### config.mk
export PLATFORM = sky130hd
export DESIGN_NAME = pmcs_top
export DESIGN_NICKNAME = d
export VERILOG_FILES = /design/src/pmcs_pkg.sv /design/src/pmcs_top.sv
export VERILOG_INCLUDE_DIRS = /design/src /design/src/src
export SDC_FILE = /design/constraint.sdc
export NUM_CORES = 2
export LEC_CHECK = 0
export CORE_ASPECT_RATIO = 0.8
export CORE_UTILIZATION = 40
export CTS_CLUSTER_DIAMETER = 40
export DETAILED_ROUTE_END_ITERATION = 16
export DONT_BUFFER_PORTS = 1
export PLACE_DENSITY = 0.64
export SLEW_MARGIN = 0
export SYNTH_ARGS = -nofsm -noshare
export SYNTH_HDL_FRONTEND = slang
export SYNTH_SLANG_ARGS = --single-unit
### constraint.sdc
create_clock -name clk_sys -period 17.8 [get_ports clk_sys]
set_clock_uncertainty 0.2 [all_clocks]
set_input_delay 3.56 -clock clk_sys [delete_from_list [all_inputs] [get_ports clk_sys]]
set_output_delay 3.56 -clock clk_sys [all_outputs]
set_load 0.005 [all_outputs]
### src/pmcs_consts.svh
// constants of the power monitor conversion sequencer
// assumes a 10 MHz system clock and a 32-bit classic wishbone bus
`ifndef PMCS_CONSTS_SVH
`define PMCS_CONSTS_SVH
// register byte offsets
`define PMCS_ADR_CONFIG  8'h00
`define PMCS_ADR_SETUP   8'h04
`define PMCS_ADR_CAL     8'h08
`define PMCS_ADR_DIAG    8'h0c
`define PMCS_ADR_RES_SH  8'h10
`define PMCS_ADR_RES_BUS 8'h14
`define PMCS_ADR_RES_TMP 8'h18
`define PMCS_ADR_RES_CUR 8'h1c
`define PMCS_ADR_RES_PWR 8'h20
`define PMCS_ADR_STATUS  8'h24
// field positions
`define PMCS_DLY_LSB     6
`define PMCS_DLY_MSB     13
`define PMCS_RDY_BIT     1
// reset values
`define PMCS_SETUP_RST   16'hfb68
`define PMCS_DLY_RST     8'h00
`define PMCS_CAL_RST     15'h0000
// timing
`define PMCS_CLK_NS      100
`define PMCS_TICK_NS     1000
`define PMCS_TICK_CYCLES (`PMCS_TICK_NS / `PMCS_CLK_NS)
`define PMCS_DLY_STEP_MS 2
`define PMCS_DLY_STEP_US (`PMCS_DLY_STEP_MS * 1000)
`define PMCS_CT0_US      13'd50
`define PMCS_CT1_US      13'd84
`define PMCS_CT2_US      13'd150
`define PMCS_CT3_US      13'd280
`define PMCS_CT4_US      13'd540
`define PMCS_CT5_US      13'd1052
`define PMCS_CT6_US      13'd2074
`define PMCS_CT7_US      13'd4120
`endif

### src/pmcs_pkg.sv
// types of the power monitor conversion sequencer
// assumes nothing beyond the constants header
package pmcs_pkg;
  typedef enum logic [1:0] {st_idle, st_delay, st_conv} pmcs_state_e;
  typedef enum logic [1:0] {ch_shunt, ch_bus, ch_temp} pmcs_chan_e;
  // converter setup: cont=1 continuous, en[0] shunt, en[1] bus, en[2] temp
  typedef struct packed {
    logic       cont;
    logic [2:0] en;
    logic [2:0] ct_bus;
    logic [2:0] ct_sh;
    logic [2:0] ct_tmp;
    logic [2:0] avg;
  } pmcs_adc_cfg_s;
endpackage : pmcs_pkg

### src/pmcs_top.sv
// conversion sequencer and background arithmetic of a power monitor
// assumes one shared converter whose result sits on adc_sample when
// sample_take pulses, and a classic wishbone master on the bus side
// What this block does
// power is latest current times newest bus
// zero shunt calibration gives zero power
// averaging accumulates current and power, loads at end
// arithmetic runs beside conversions, adds no time
// only inputs enabled by mode are converted
// no averaging: each input result updates at its conversion end, current and power two cycles after the bus one
// each input has its own conversion time
// enabled inputs convert one after another
// averaging repeats whole sequence before results load
// results hold until next complete result; reads harmless
// continuous mode loops without host action
// triggered mode runs one sequence then shuts down
// mode write aborts and restarts conversions
// ready flag sets after conversions and averaging
// setup write clears ready unless selecting shutdown
// diagnostic register read clears ready flag
// start delay up to 510 ms in 2 ms
// start delay resets to zero
// averaging one to 1024, same for all inputs
// shutdown: registers usable, idle until mode write
// delay counted once before first conversion
`timescale 1ns/100ps
`include "pmcs_consts.svh"

module pmcs_top #(
  parameter int unsigned DLY_STEP_US = `PMCS_DLY_STEP_US
) (
  input  wire  logic        clk_sys,
  input  wire  logic        reset_n,
  input  wire  logic        wb_cyc,
  input  wire  logic        wb_stb,
  input  wire  logic        wb_we,
  input  wire  logic [7:0]  wb_adr,
  input  wire  logic [3:0]  wb_sel,
  input  wire  logic [31:0] wb_dat_w,
  output logic       [31:0] wb_dat_r,
  output logic              wb_ack,
  input  wire  logic [15:0] adc_sample,
  output logic       [1:0]  adc_chan,
  output logic              adc_busy,
  output logic              sample_take,
  output logic              conversion_ready
);

  ////////////////////////////////////////////////////////////////////////
  // functions

  function automatic logic [12:0] ct_us(input logic [2:0] c);
    logic [12:0] t;
    t = `PMCS_CT0_US;
    unique case (c)
      3'h0: t = `PMCS_CT0_US;
      3'h1: t = `PMCS_CT1_US;
      3'h2: t = `PMCS_CT2_US;
      3'h3: t = `PMCS_CT3_US;
      3'h4: t = `PMCS_CT4_US;
      3'h5: t = `PMCS_CT5_US;
      3'h6: t = `PMCS_CT6_US;
      3'h7: t = `PMCS_CT7_US;
    endcase
    return t;
  endfunction : ct_us

  // tick count to load for a channel, one less than its time
  function automatic logic [12:0] ct_load(input pmcs_pkg::pmcs_adc_cfg_s c,
                                          input logic [1:0] ch);
    logic [12:0] t;
    t = ct_us(c.ct_tmp);
    if (ch == 2'(pmcs_pkg::ch_shunt)) t = ct_us(c.ct_sh);
    else if (ch == 2'(pmcs_pkg::ch_bus)) t = ct_us(c.ct_bus);
    return 13'(t - 13'h1);
  endfunction : ct_load

  // averages 1,4,16,64,128,256,512,1024 as a shift
  function automatic logic [3:0] avg_shift(input logic [2:0] a);
    logic [3:0] s;
    s = 4'h0;
    unique case (a)
      3'h0: s = 4'h0;
      3'h1: s = 4'h2;
      3'h2: s = 4'h4;
      3'h3: s = 4'h6;
      3'h4: s = 4'h7;
      3'h5: s = 4'h8;
      3'h6: s = 4'h9;
      3'h7: s = 4'ha;
    endcase
    return s;
  endfunction : avg_shift

  function automatic logic [1:0] first_ch(input logic [2:0] en);
    logic [1:0] c;
    c = 2'(pmcs_pkg::ch_temp);
    if (en[0]) c = 2'(pmcs_pkg::ch_shunt);
    else if (en[1]) c = 2'(pmcs_pkg::ch_bus);
    return c;
  endfunction : first_ch

  // {found, channel} of the next enabled input after cur
  function automatic logic [2:0] next_ch(input logic [2:0] en,
                                         input logic [1:0] cur);
    logic [2:0] r;
    r = 3'h0;
    for (int i = 2; i >= 0; i--) begin
      if (i > int'(cur) && en[i]) r = {1'b1, 2'(i)};
    end
    return r;
  endfunction : next_ch

  function automatic logic [15:0] merge16(input logic [15:0] old,
                                          input logic [15:0] nw,
                                          input logic [1:0]  sel);
    return {sel[1] ? nw[15:8] : old[15:8], sel[0] ? nw[7:0] : old[7:0]};
  endfunction : merge16

  ////////////////////////////////////////////////////////////////////////
  // reset release

  logic rst_q1_r;
  logic rst_n_r;

  always_ff @(posedge clk_sys or negedge reset_n) begin
    if (!reset_n) begin
      rst_q1_r <= 1'b0;
      rst_n_r  <= 1'b0;
    end else begin
      rst_q1_r <= 1'b1;
      rst_n_r  <= rst_q1_r;
    end
  end

  ////////////////////////////////////////////////////////////////////////
  // wishbone slave and registers

  pmcs_pkg::pmcs_adc_cfg_s cfg_r;
  pmcs_pkg::pmcs_adc_cfg_s cfg_nxt;
  pmcs_pkg::pmcs_state_e   state_r;
  logic [7:0]              dly_r;
  logic [14:0]             cal_r;
  logic                    ack_r;
  logic                    hit;
  logic                    wr_setup;
  logic                    rd_diag;
  logic                    rdy_r;
  logic [15:0]             res_sh_r;
  logic [15:0]             res_bus_r;
  logic [15:0]             res_tmp_r;
  logic [15:0]             res_cur_r;
  logic [23:0]             res_pwr_r;
  logic [10:0]             pass_r;
  logic [31:0]             rd_mux;
  logic [15:0]             cal_nxt;

  assign hit      = wb_cyc & wb_stb & ~ack_r;
  assign wr_setup = hit & wb_we & (wb_adr == `PMCS_ADR_SETUP);
  assign rd_diag  = hit & ~wb_we & (wb_adr == `PMCS_ADR_DIAG);
  assign cfg_nxt  = merge16(cfg_r, wb_dat_w[15:0], wb_sel[1:0]);
  assign cal_nxt  = merge16({1'b0, cal_r}, wb_dat_w[15:0], wb_sel[1:0]);
  assign wb_ack   = ack_r;

  always_ff @(posedge clk_sys or negedge rst_n_r) begin
    if (!rst_n_r) begin
      ack_r <= 1'b0;
    end else begin
      ack_r <= hit;
    end
  end

  always_ff @(posedge clk_sys or negedge rst_n_r) begin
    if (!rst_n_r) begin
      cfg_r <= `PMCS_SETUP_RST;
      dly_r <= `PMCS_DLY_RST;
      cal_r <= `PMCS_CAL_RST;
    end else if (hit && wb_we) begin
      if (wb_adr == `PMCS_ADR_SETUP) cfg_r <= cfg_nxt;
      if (wb_adr == `PMCS_ADR_CONFIG && wb_sel[0])
        dly_r[1:0] <= wb_dat_w[`PMCS_DLY_LSB+1:`PMCS_DLY_LSB];
      if (wb_adr == `PMCS_ADR_CONFIG && wb_sel[1])
        dly_r[7:2] <= wb_dat_w[`PMCS_DLY_MSB:`PMCS_DLY_LSB+2];
      if (wb_adr == `PMCS_ADR_CAL)
        cal_r <= cal_nxt[14:0];
    end
  end

  // result reads only sample flops, so conversions never notice them
  always_comb begin
    rd_mux = 32'h0;
    unique case (wb_adr)
      `PMCS_ADR_CONFIG:  rd_mux[`PMCS_DLY_MSB:`PMCS_DLY_LSB] = dly_r;
      `PMCS_ADR_SETUP:   rd_mux[15:0] = cfg_r;
      `PMCS_ADR_CAL:     rd_mux[14:0] = cal_r;
      `PMCS_ADR_DIAG:    rd_mux[`PMCS_RDY_BIT] = rdy_r;
      `PMCS_ADR_RES_SH:  rd_mux[15:0] = res_sh_r;
      `PMCS_ADR_RES_BUS: rd_mux[15:0] = res_bus_r;
      `PMCS_ADR_RES_TMP: rd_mux[15:0] = res_tmp_r;
      `PMCS_ADR_RES_CUR: rd_mux[15:0] = res_cur_r;
      `PMCS_ADR_RES_PWR: rd_mux[23:0] = res_pwr_r;
      `PMCS_ADR_STATUS:  rd_mux = {5'h0, pass_r, 14'h0, 2'(state_r)};
      default:           rd_mux = 32'h0;
    endcase
  end

  always_ff @(posedge clk_sys or negedge rst_n_r) begin
    if (!rst_n_r) begin
      wb_dat_r <= 32'h0;
    end else if (hit && !wb_we) begin
      wb_dat_r <= rd_mux;
    end
  end

  ////////////////////////////////////////////////////////////////////////
  // microsecond tick

  logic [3:0] tick_cnt_r;
  logic       tick;

  assign tick = (tick_cnt_r == 4'(`PMCS_TICK_CYCLES - 1));

  always_ff @(posedge clk_sys or negedge rst_n_r) begin
    if (!rst_n_r) tick_cnt_r <= 4'h0;
    else tick_cnt_r <= tick ? 4'h0 : 4'(tick_cnt_r + 4'h1);
  end

  ////////////////////////////////////////////////////////////////////////
  // sequencer

  logic [1:0]  ch_r;
  logic [12:0] ct_cnt_r;
  logic [18:0] dly_cnt_r;
  logic [2:0]  nx;
  logic [1:0]  fc;
  logic [10:0] navg;
  logic        last_pass;
  logic        seq_end;

  assign nx          = next_ch(cfg_r.en, ch_r);
  assign fc          = first_ch(cfg_r.en);
  assign navg        = 11'(11'h1 << avg_shift(cfg_r.avg));
  assign last_pass   = (pass_r == 11'(navg - 11'h1));
  assign sample_take = (state_r == pmcs_pkg::st_conv) && tick
                       && (ct_cnt_r == 13'h0);
  assign seq_end     = sample_take & ~nx[2] & last_pass;
  assign adc_chan    = ch_r;
  assign adc_busy    = (state_r == pmcs_pkg::st_conv);

  always_ff @(posedge clk_sys or negedge rst_n_r) begin
    if (!rst_n_r) begin
      state_r   <= pmcs_pkg::st_delay;
      ch_r      <= 2'(pmcs_pkg::ch_shunt);
      ct_cnt_r  <= 13'h0;
      dly_cnt_r <= 19'h0;
      pass_r    <= 11'h0;
    end else if (wr_setup) begin
      pass_r <= 11'h0;
      if (cfg_nxt.en == 3'h0) begin
        state_r <= pmcs_pkg::st_idle;
      end else begin
        state_r   <= pmcs_pkg::st_delay;
        ch_r      <= first_ch(cfg_nxt.en);
        dly_cnt_r <= 19'(dly_r * DLY_STEP_US);
      end
    end else begin
      unique case (state_r)
        pmcs_pkg::st_idle: begin
        end
        pmcs_pkg::st_delay: begin
          if (dly_cnt_r == 19'h0) begin
            state_r  <= pmcs_pkg::st_conv;
            ct_cnt_r <= ct_load(cfg_r, ch_r);
          end else if (tick) begin
            dly_cnt_r <= 19'(dly_cnt_r - 19'h1);
          end
        end
        pmcs_pkg::st_conv: begin
          if (tick && ct_cnt_r != 13'h0) begin
            ct_cnt_r <= 13'(ct_cnt_r - 13'h1);
          end else if (sample_take && nx[2]) begin
            ch_r     <= nx[1:0];
            ct_cnt_r <= ct_load(cfg_r, nx[1:0]);
          end else if (sample_take) begin
            ch_r     <= fc;
            ct_cnt_r <= ct_load(cfg_r, fc);
            if (!last_pass) pass_r <= 11'(pass_r + 11'h1);
            else begin
              pass_r <= 11'h0;
              if (!cfg_r.cont) state_r <= pmcs_pkg::st_idle;
            end
          end
        end
      endcase
    end
  end

  ////////////////////////////////////////////////////////////////////////
  // background arithmetic and results

  logic               calc1_r;
  logic               calc2_r;
  logic               seq_done_r;
  logic               final_go;
  logic [15:0]        sh_last_r;
  logic [15:0]        bus_last_r;
  logic signed [15:0] cur_r;
  logic signed [31:0] cur_prod;
  logic signed [32:0] pwr_prod;
  logic [23:0]        pwr_now;
  logic signed [26:0] acc_sh_r;
  logic signed [26:0] acc_bus_r;
  logic signed [26:0] acc_tmp_r;
  logic signed [26:0] acc_cur_r;
  logic signed [33:0] acc_pwr_r;
  logic [3:0]         shf;

  // own pipeline, so conversions never wait on it
  assign cur_prod = $signed(sh_last_r) * $signed({1'b0, cal_r});
  assign pwr_prod = cur_r * $signed({1'b0, bus_last_r});
  assign pwr_now  = (cal_r == 15'h0) ? 24'h0 : pwr_prod[31:8];
  assign final_go = seq_done_r & ~calc1_r & ~calc2_r;
  assign shf      = avg_shift(cfg_r.avg);

  always_ff @(posedge clk_sys or negedge rst_n_r) begin
    if (!rst_n_r) begin
      calc1_r    <= 1'b0;
      calc2_r    <= 1'b0;
      cur_r      <= 16'sh0;
      seq_done_r <= 1'b0;
    end else begin
      calc1_r <= sample_take && ch_r == 2'(pmcs_pkg::ch_bus)
                 && cfg_r.en[0];
      calc2_r <= calc1_r;
      if (calc1_r) cur_r <= cur_prod[27:12];
      if (seq_end) seq_done_r <= 1'b1;
      else if (final_go || wr_setup) seq_done_r <= 1'b0;
    end
  end

  always_ff @(posedge clk_sys or negedge rst_n_r) begin
    if (!rst_n_r) begin
      sh_last_r <= 16'h0;
      bus_last_r <= 16'h0;
      res_sh_r  <= 16'h0;
      res_bus_r <= 16'h0;
      res_tmp_r <= 16'h0;
      res_cur_r <= 16'h0;
      res_pwr_r <= 24'h0;
      acc_sh_r  <= 27'sh0;
      acc_bus_r <= 27'sh0;
      acc_tmp_r <= 27'sh0;
      acc_cur_r <= 27'sh0;
      acc_pwr_r <= 34'sh0;
    end else if (wr_setup) begin
      acc_sh_r  <= 27'sh0;
      acc_bus_r <= 27'sh0;
      acc_tmp_r <= 27'sh0;
      acc_cur_r <= 27'sh0;
      acc_pwr_r <= 34'sh0;
    end else begin
      if (sample_take) begin
        unique case (ch_r)
          2'(pmcs_pkg::ch_shunt): begin
            sh_last_r <= adc_sample;
            if (navg == 11'h1) res_sh_r <= adc_sample;
            else acc_sh_r <= acc_sh_r + {{11{adc_sample[15]}}, adc_sample};
          end
          2'(pmcs_pkg::ch_bus): begin
            bus_last_r <= adc_sample;
            if (navg == 11'h1) res_bus_r <= adc_sample;
            else acc_bus_r <= acc_bus_r + {11'h0, adc_sample};
          end
          default: begin
            if (navg == 11'h1) res_tmp_r <= adc_sample;
            else acc_tmp_r <= acc_tmp_r + {{11{adc_sample[15]}}, adc_sample};
          end
        endcase
      end
      if (calc2_r && navg == 11'h1) begin
        res_cur_r <= cur_r;
        res_pwr_r <= pwr_now;
      end else if (calc2_r) begin
        acc_cur_r <= acc_cur_r + {{11{cur_r[15]}}, cur_r};
        acc_pwr_r <= acc_pwr_r + {{10{pwr_now[23]}}, pwr_now};
      end
      if (final_go && navg != 11'h1) begin
        res_sh_r  <= 16'(acc_sh_r >>> shf);
        res_bus_r <= 16'(acc_bus_r >>> shf);
        res_tmp_r <= 16'(acc_tmp_r >>> shf);
        res_cur_r <= 16'(acc_cur_r >>> shf);
        res_pwr_r <= 24'(acc_pwr_r >>> shf);
        acc_sh_r  <= 27'sh0;
        acc_bus_r <= 27'sh0;
        acc_tmp_r <= 27'sh0;
        acc_cur_r <= 27'sh0;
        acc_pwr_r <= 34'sh0;
      end
    end
  end

  ////////////////////////////////////////////////////////////////////////
  // conversion-ready flag: a completion in the clearing cycle wins

  always_ff @(posedge clk_sys or negedge rst_n_r) begin
    if (!rst_n_r) rdy_r <= 1'b0;
    else if (final_go) rdy_r <= 1'b1;
    else if (rd_diag || (wr_setup && cfg_nxt.en != 3'h0))
      rdy_r <= 1'b0;
  end

  assign conversion_ready = rdy_r;
endmodule : pmcs_top

==> reports/metrics.csv <==
metric;value;unit
number of levels the H-tree was split into;2;
power share of the clock group;36.9;%
post-detailed-placement cell area;47400;um^2
critical path arrival;10370;ps
pwr dens;61.4;nW/um^2
final routed DRC violation total;0;
number of synthesized flops with an enable pin;0;
minimum clock period;10080;ps
internal power of the cells;1.97;mW
clock tree from TritonCTS;built;
slowest cell on the critical path;a2111oi_0;
share of synthesized flip-flops with an asynchronous set or reset;100;%
switching power as a share of total power;34.9;%
number of flip-flops and latches in the synthesized netlist;402;
die footprint;116000;um^2
dominant delay contributor by cell family on the critical path;compound AO/OA/AOI/OAI gates;
status;complete, no violations;
worst-case register-to-register setup slack;7720;ps
final layout net count;5932;
Final HPWL DP;105000;um
final antenna-violating net count;0;
average wire per standard cell;21.4;um
Cell Rows;110;
global-route wire length before repair;222000;um
quantity of I/O buffers inserted on ports;0;
vias post-DR;38300;
part of the power in combinational logic;24.6;%
most frequently used flop master after synthesis;dfrtp_1;
via/cell ratio;5.78;
die extent in x;381;um
number of global-route vias before repair;37200;
classification of the worst-slack hold path;reg -> async;
count of cells resized by post-cts repair;0;
count of pins over their slew limit;0;
number of CTS-inserted buffers;52;
unrepaired setup endpoints after global routing;no;
final clock period utilization by the worst path;56.6;%
worst-margin pin slew;1310;ps
root buffer cell;clkbuf_16;
kind of critical path;reg -> reg;
top fanout value on the critical path;19;
total standard cell area after synthesis;46000;um^2
Initial Util;40.6;%
Syn. warnings;0;
peak ir drop on the vdd network;54.6;uV
Mapped Cells;5235;
CP bufs+invs;5;
filler cell count in the final layout;11000;
part of the total power dissipated in sequential elements;38.5;%
maximum number of pins on one net before global-route repair;172;
number of sinks handled by clock tree synthesis;402;
Boundary Pins;103;
leakage power;23.5;nW
Peak Freq;99.2;MHz
share of layout cells above drive strength 1;6.26;%
Max stage delay on crit path;910;ps
Synth Area per Inst;8.79;um^2
final non-filler cell area;49200;um^2
Yosys cell types;95;
Starting DRT DRC Count;4035;
area of the core;113000;um^2
area growth from synthesis to final layout;6.92;%
Clock Tree Buf Depth;3;
setup TNS after final layout;0;ps
cell mode on critical path;fa_1;
max-cap viol count;0;
clock-pin slew reported for the worst setup and hold paths after clock tree synthesis;70;ps
hold buffers post-CTS;0;
antenna violations before repair;8;
Clock Latency Late Sink;650;ps
first-pass detailed-route iteration total;9;
NetSw;1.06;mW
remaining global-route overflow;0;
Final Hold Fails;0;
global placer's final weighted congestion;0.958;
die boundary height;305;um
Post-CTS Setup Repair Bufs;0;
number of setup violations in the final report;0;
combined global-route utilization of all metal layers;24.3;%
Routed Wire Length;142000;um
critical path capture point type;register;
share of the yosys chip area belonging to registers;21.9;%
kind of start point of the critical path;register;
data required time of the worst path;18090;ps
relative max-transition margin;11.4;%
power by group through the flow:
stage	Combinational, mW	Clock, mW	Sequential (mW)
2_1_floorplan	0.590	0	1.12
3_3_place_gp	0.712	0	1.17
3_5_place_dp	0.729	0	1.17
4_1_cts	0.733	1.12	1.16
5_1_grt	0.834	1.16	1.18
6_report	0.743	1.11	1.16
final cells by class:
| cell class | instances | area [um^2] | area share, % |
|---|---|---|---|
| diodes | 1 | 2.50 | 0.00509 |
| multi-input cells | 3991 | 32800 | 66.7 |
| clock buffers | 59 | 1350 | 2.74 |
| inverters | 555 | 2080 | 4.23 |
| repair buffers | 68 | 523 | 1.06 |
| well taps | 1512 | 1890 | 3.84 |
| flip-flops and latches | 402 | 10100 | 20.5 |
| clock inverters | 37 | 439 | 0.892 |
cells in the final DEF, fill, tap and decap left out, drive strengths merged, types with 59 or more instances in the layout:
| cell | n |
|---|---|
| xnor2 | 110 |
| nor3 | 70 |
| xor2 | 99 |
| o31ai | 62 |
| nand2 | 706 |
| clkbuf | 59 |
| mux2i | 186 |
| ha | 361 |
| and2 | 239 |
| a21oi | 256 |
| a22oi | 67 |
| buf | 68 |
| fa | 436 |
| nand3 | 72 |
| nor2 | 237 |
| inv | 568 |
| mux2 | 98 |
| o21ai | 310 |
| a21o | 88 |
| dfrtp | 391 |
Yosys cell counts, types with 7 or more instances:
cell type	instances	area share [%]
nand3_1	72	0.78
a2111oi_0	16	0.30
buf_2	7	0.076
and2_1	238	3.2
clkbuf_1	246	2.0
mux2i_1	186	4.0
a22o_1	43	0.82
a31oi_1	30	0.41
a22oi_1	66	1.1
fa_1	436	19
or3_1	37	0.50
o21bai_1	21	0.34
and3_1	31	0.42
o211ai_1	15	0.24
o21a_1	25	0.41
buf_1	35	0.29
a32oi_1	8	0.15
or2_2	9	0.12
nand4_1	16	0.22
nand2b_1	39	0.53
a222oi_1	16	0.35
o21ai_0	301	3.3
mux2_2	98	2.4
nand3b_1	7	0.11
a21o_1	88	1.4
nor3_1	70	0.76
nor2_1	236	1.9
a311oi_1	9	0.17
xor2_1	99	1.9
nor2b_1	30	0.41
a221oi_1	24	0.46
a21oi_1	256	2.8
dfstp_2	11	0.63
o22ai_1	39	0.53
o21ai_1	8	0.087
a211oi_1	52	0.85
o31ai_1	61	0.99
xnor2_1	110	2.1
inv_1	554	4.5
nor4_1	16	0.22
dfrtp_1	391	21
nand2_1	706	5.8
ha_1	361	9.8
path summary, 6_finish.rpt:
| check | cells past startpoint | startpoint | to |
|---|---|---|---|
| setup / recovery | 32 | cur_r[4]$_DFFE_PN0P_ | acc_pwr_r[28]$_DFFE_PN0P_ |
| hold / removal | 0 | rst_n_r$_DFF_PN0_ | wb_dat_r[15]$_DFFE_PN0P_ |
| setup reg to reg | 32 | cur_r[4]$_DFFE_PN0P_ | acc_pwr_r[28]$_DFFE_PN0P_ |
| hold reg to reg | 0 | rst_n_r$_DFF_PN0_ | wb_dat_r[15]$_DFFE_PN0P_ |
| max in group asynchronous | 0 | reset_n | rst_n_r$_DFF_PN0_ |
| min in group clk_sys | 0 | rst_q1_r$_DFF_PN0_ | rst_n_r$_DFF_PN0_ |
registers in the layout (all words and copies together), names as in the netlist, 19 cells and up:
| register | cells |
|---|---|
| acc_bus_r | 27 |
| acc_cur_r | 27 |
| acc_pwr_r | 34 |
| acc_sh_r | 27 |
| acc_tmp_r | 27 |
| dly_cnt_r | 19 |
| res_pwr_r | 24 |
| wb_dat_r | 27 |
per-layer routing:
layer  track usage (%)  share of wire (%)  vias to the layer above  wire length [um]
li1                  -                  -                    17500                 -
met1              35.6                 45                    18900             64200
met2              35.4                 42                     1651             58900
met3              6.05                 10                      262             14400
met4              6.34                2.9                       12              4070
met5                 0              0.052                        -                73
metrics by stage:
step / setup WS, ps / std cells / power [mW] / hold slack [ps] / util (%)
after CTS: 7820 / 6624 / 3.01 / 154 / 43.4
after global placement: 7890 / 6528 / 1.88 / 136 / 41.9
after global routing: 7050 / 6624 / 3.17 / 174 / 43.4
final: 7720 / 6625 / 3.02 / 125 / 43.4
after detailed placement: 7840 / 6528 / 1.90 / 144 / 41.9
after floorplan: 5590 / 5241 / 1.71 / 131 / -
kinds of logic (layout without fill, tap and decap cells):
family | count (synthesis) | in the layout | synth area share [%]
flops | 402 | 402 | 21.9
buf+inv | 848 | 719 | 6.98
xor+xnor | 209 | 209 | 3.98
compound gates | 1152 | 1152 | 16.2
other cells | 2 | 9 | 0.0163
simple gates | 1538 | 1538 | 15.6
fa+ha+maj | 797 | 797 | 28.8
mux | 287 | 287 | 6.59
No activity file was read; power rests on OpenSTA's default activity.
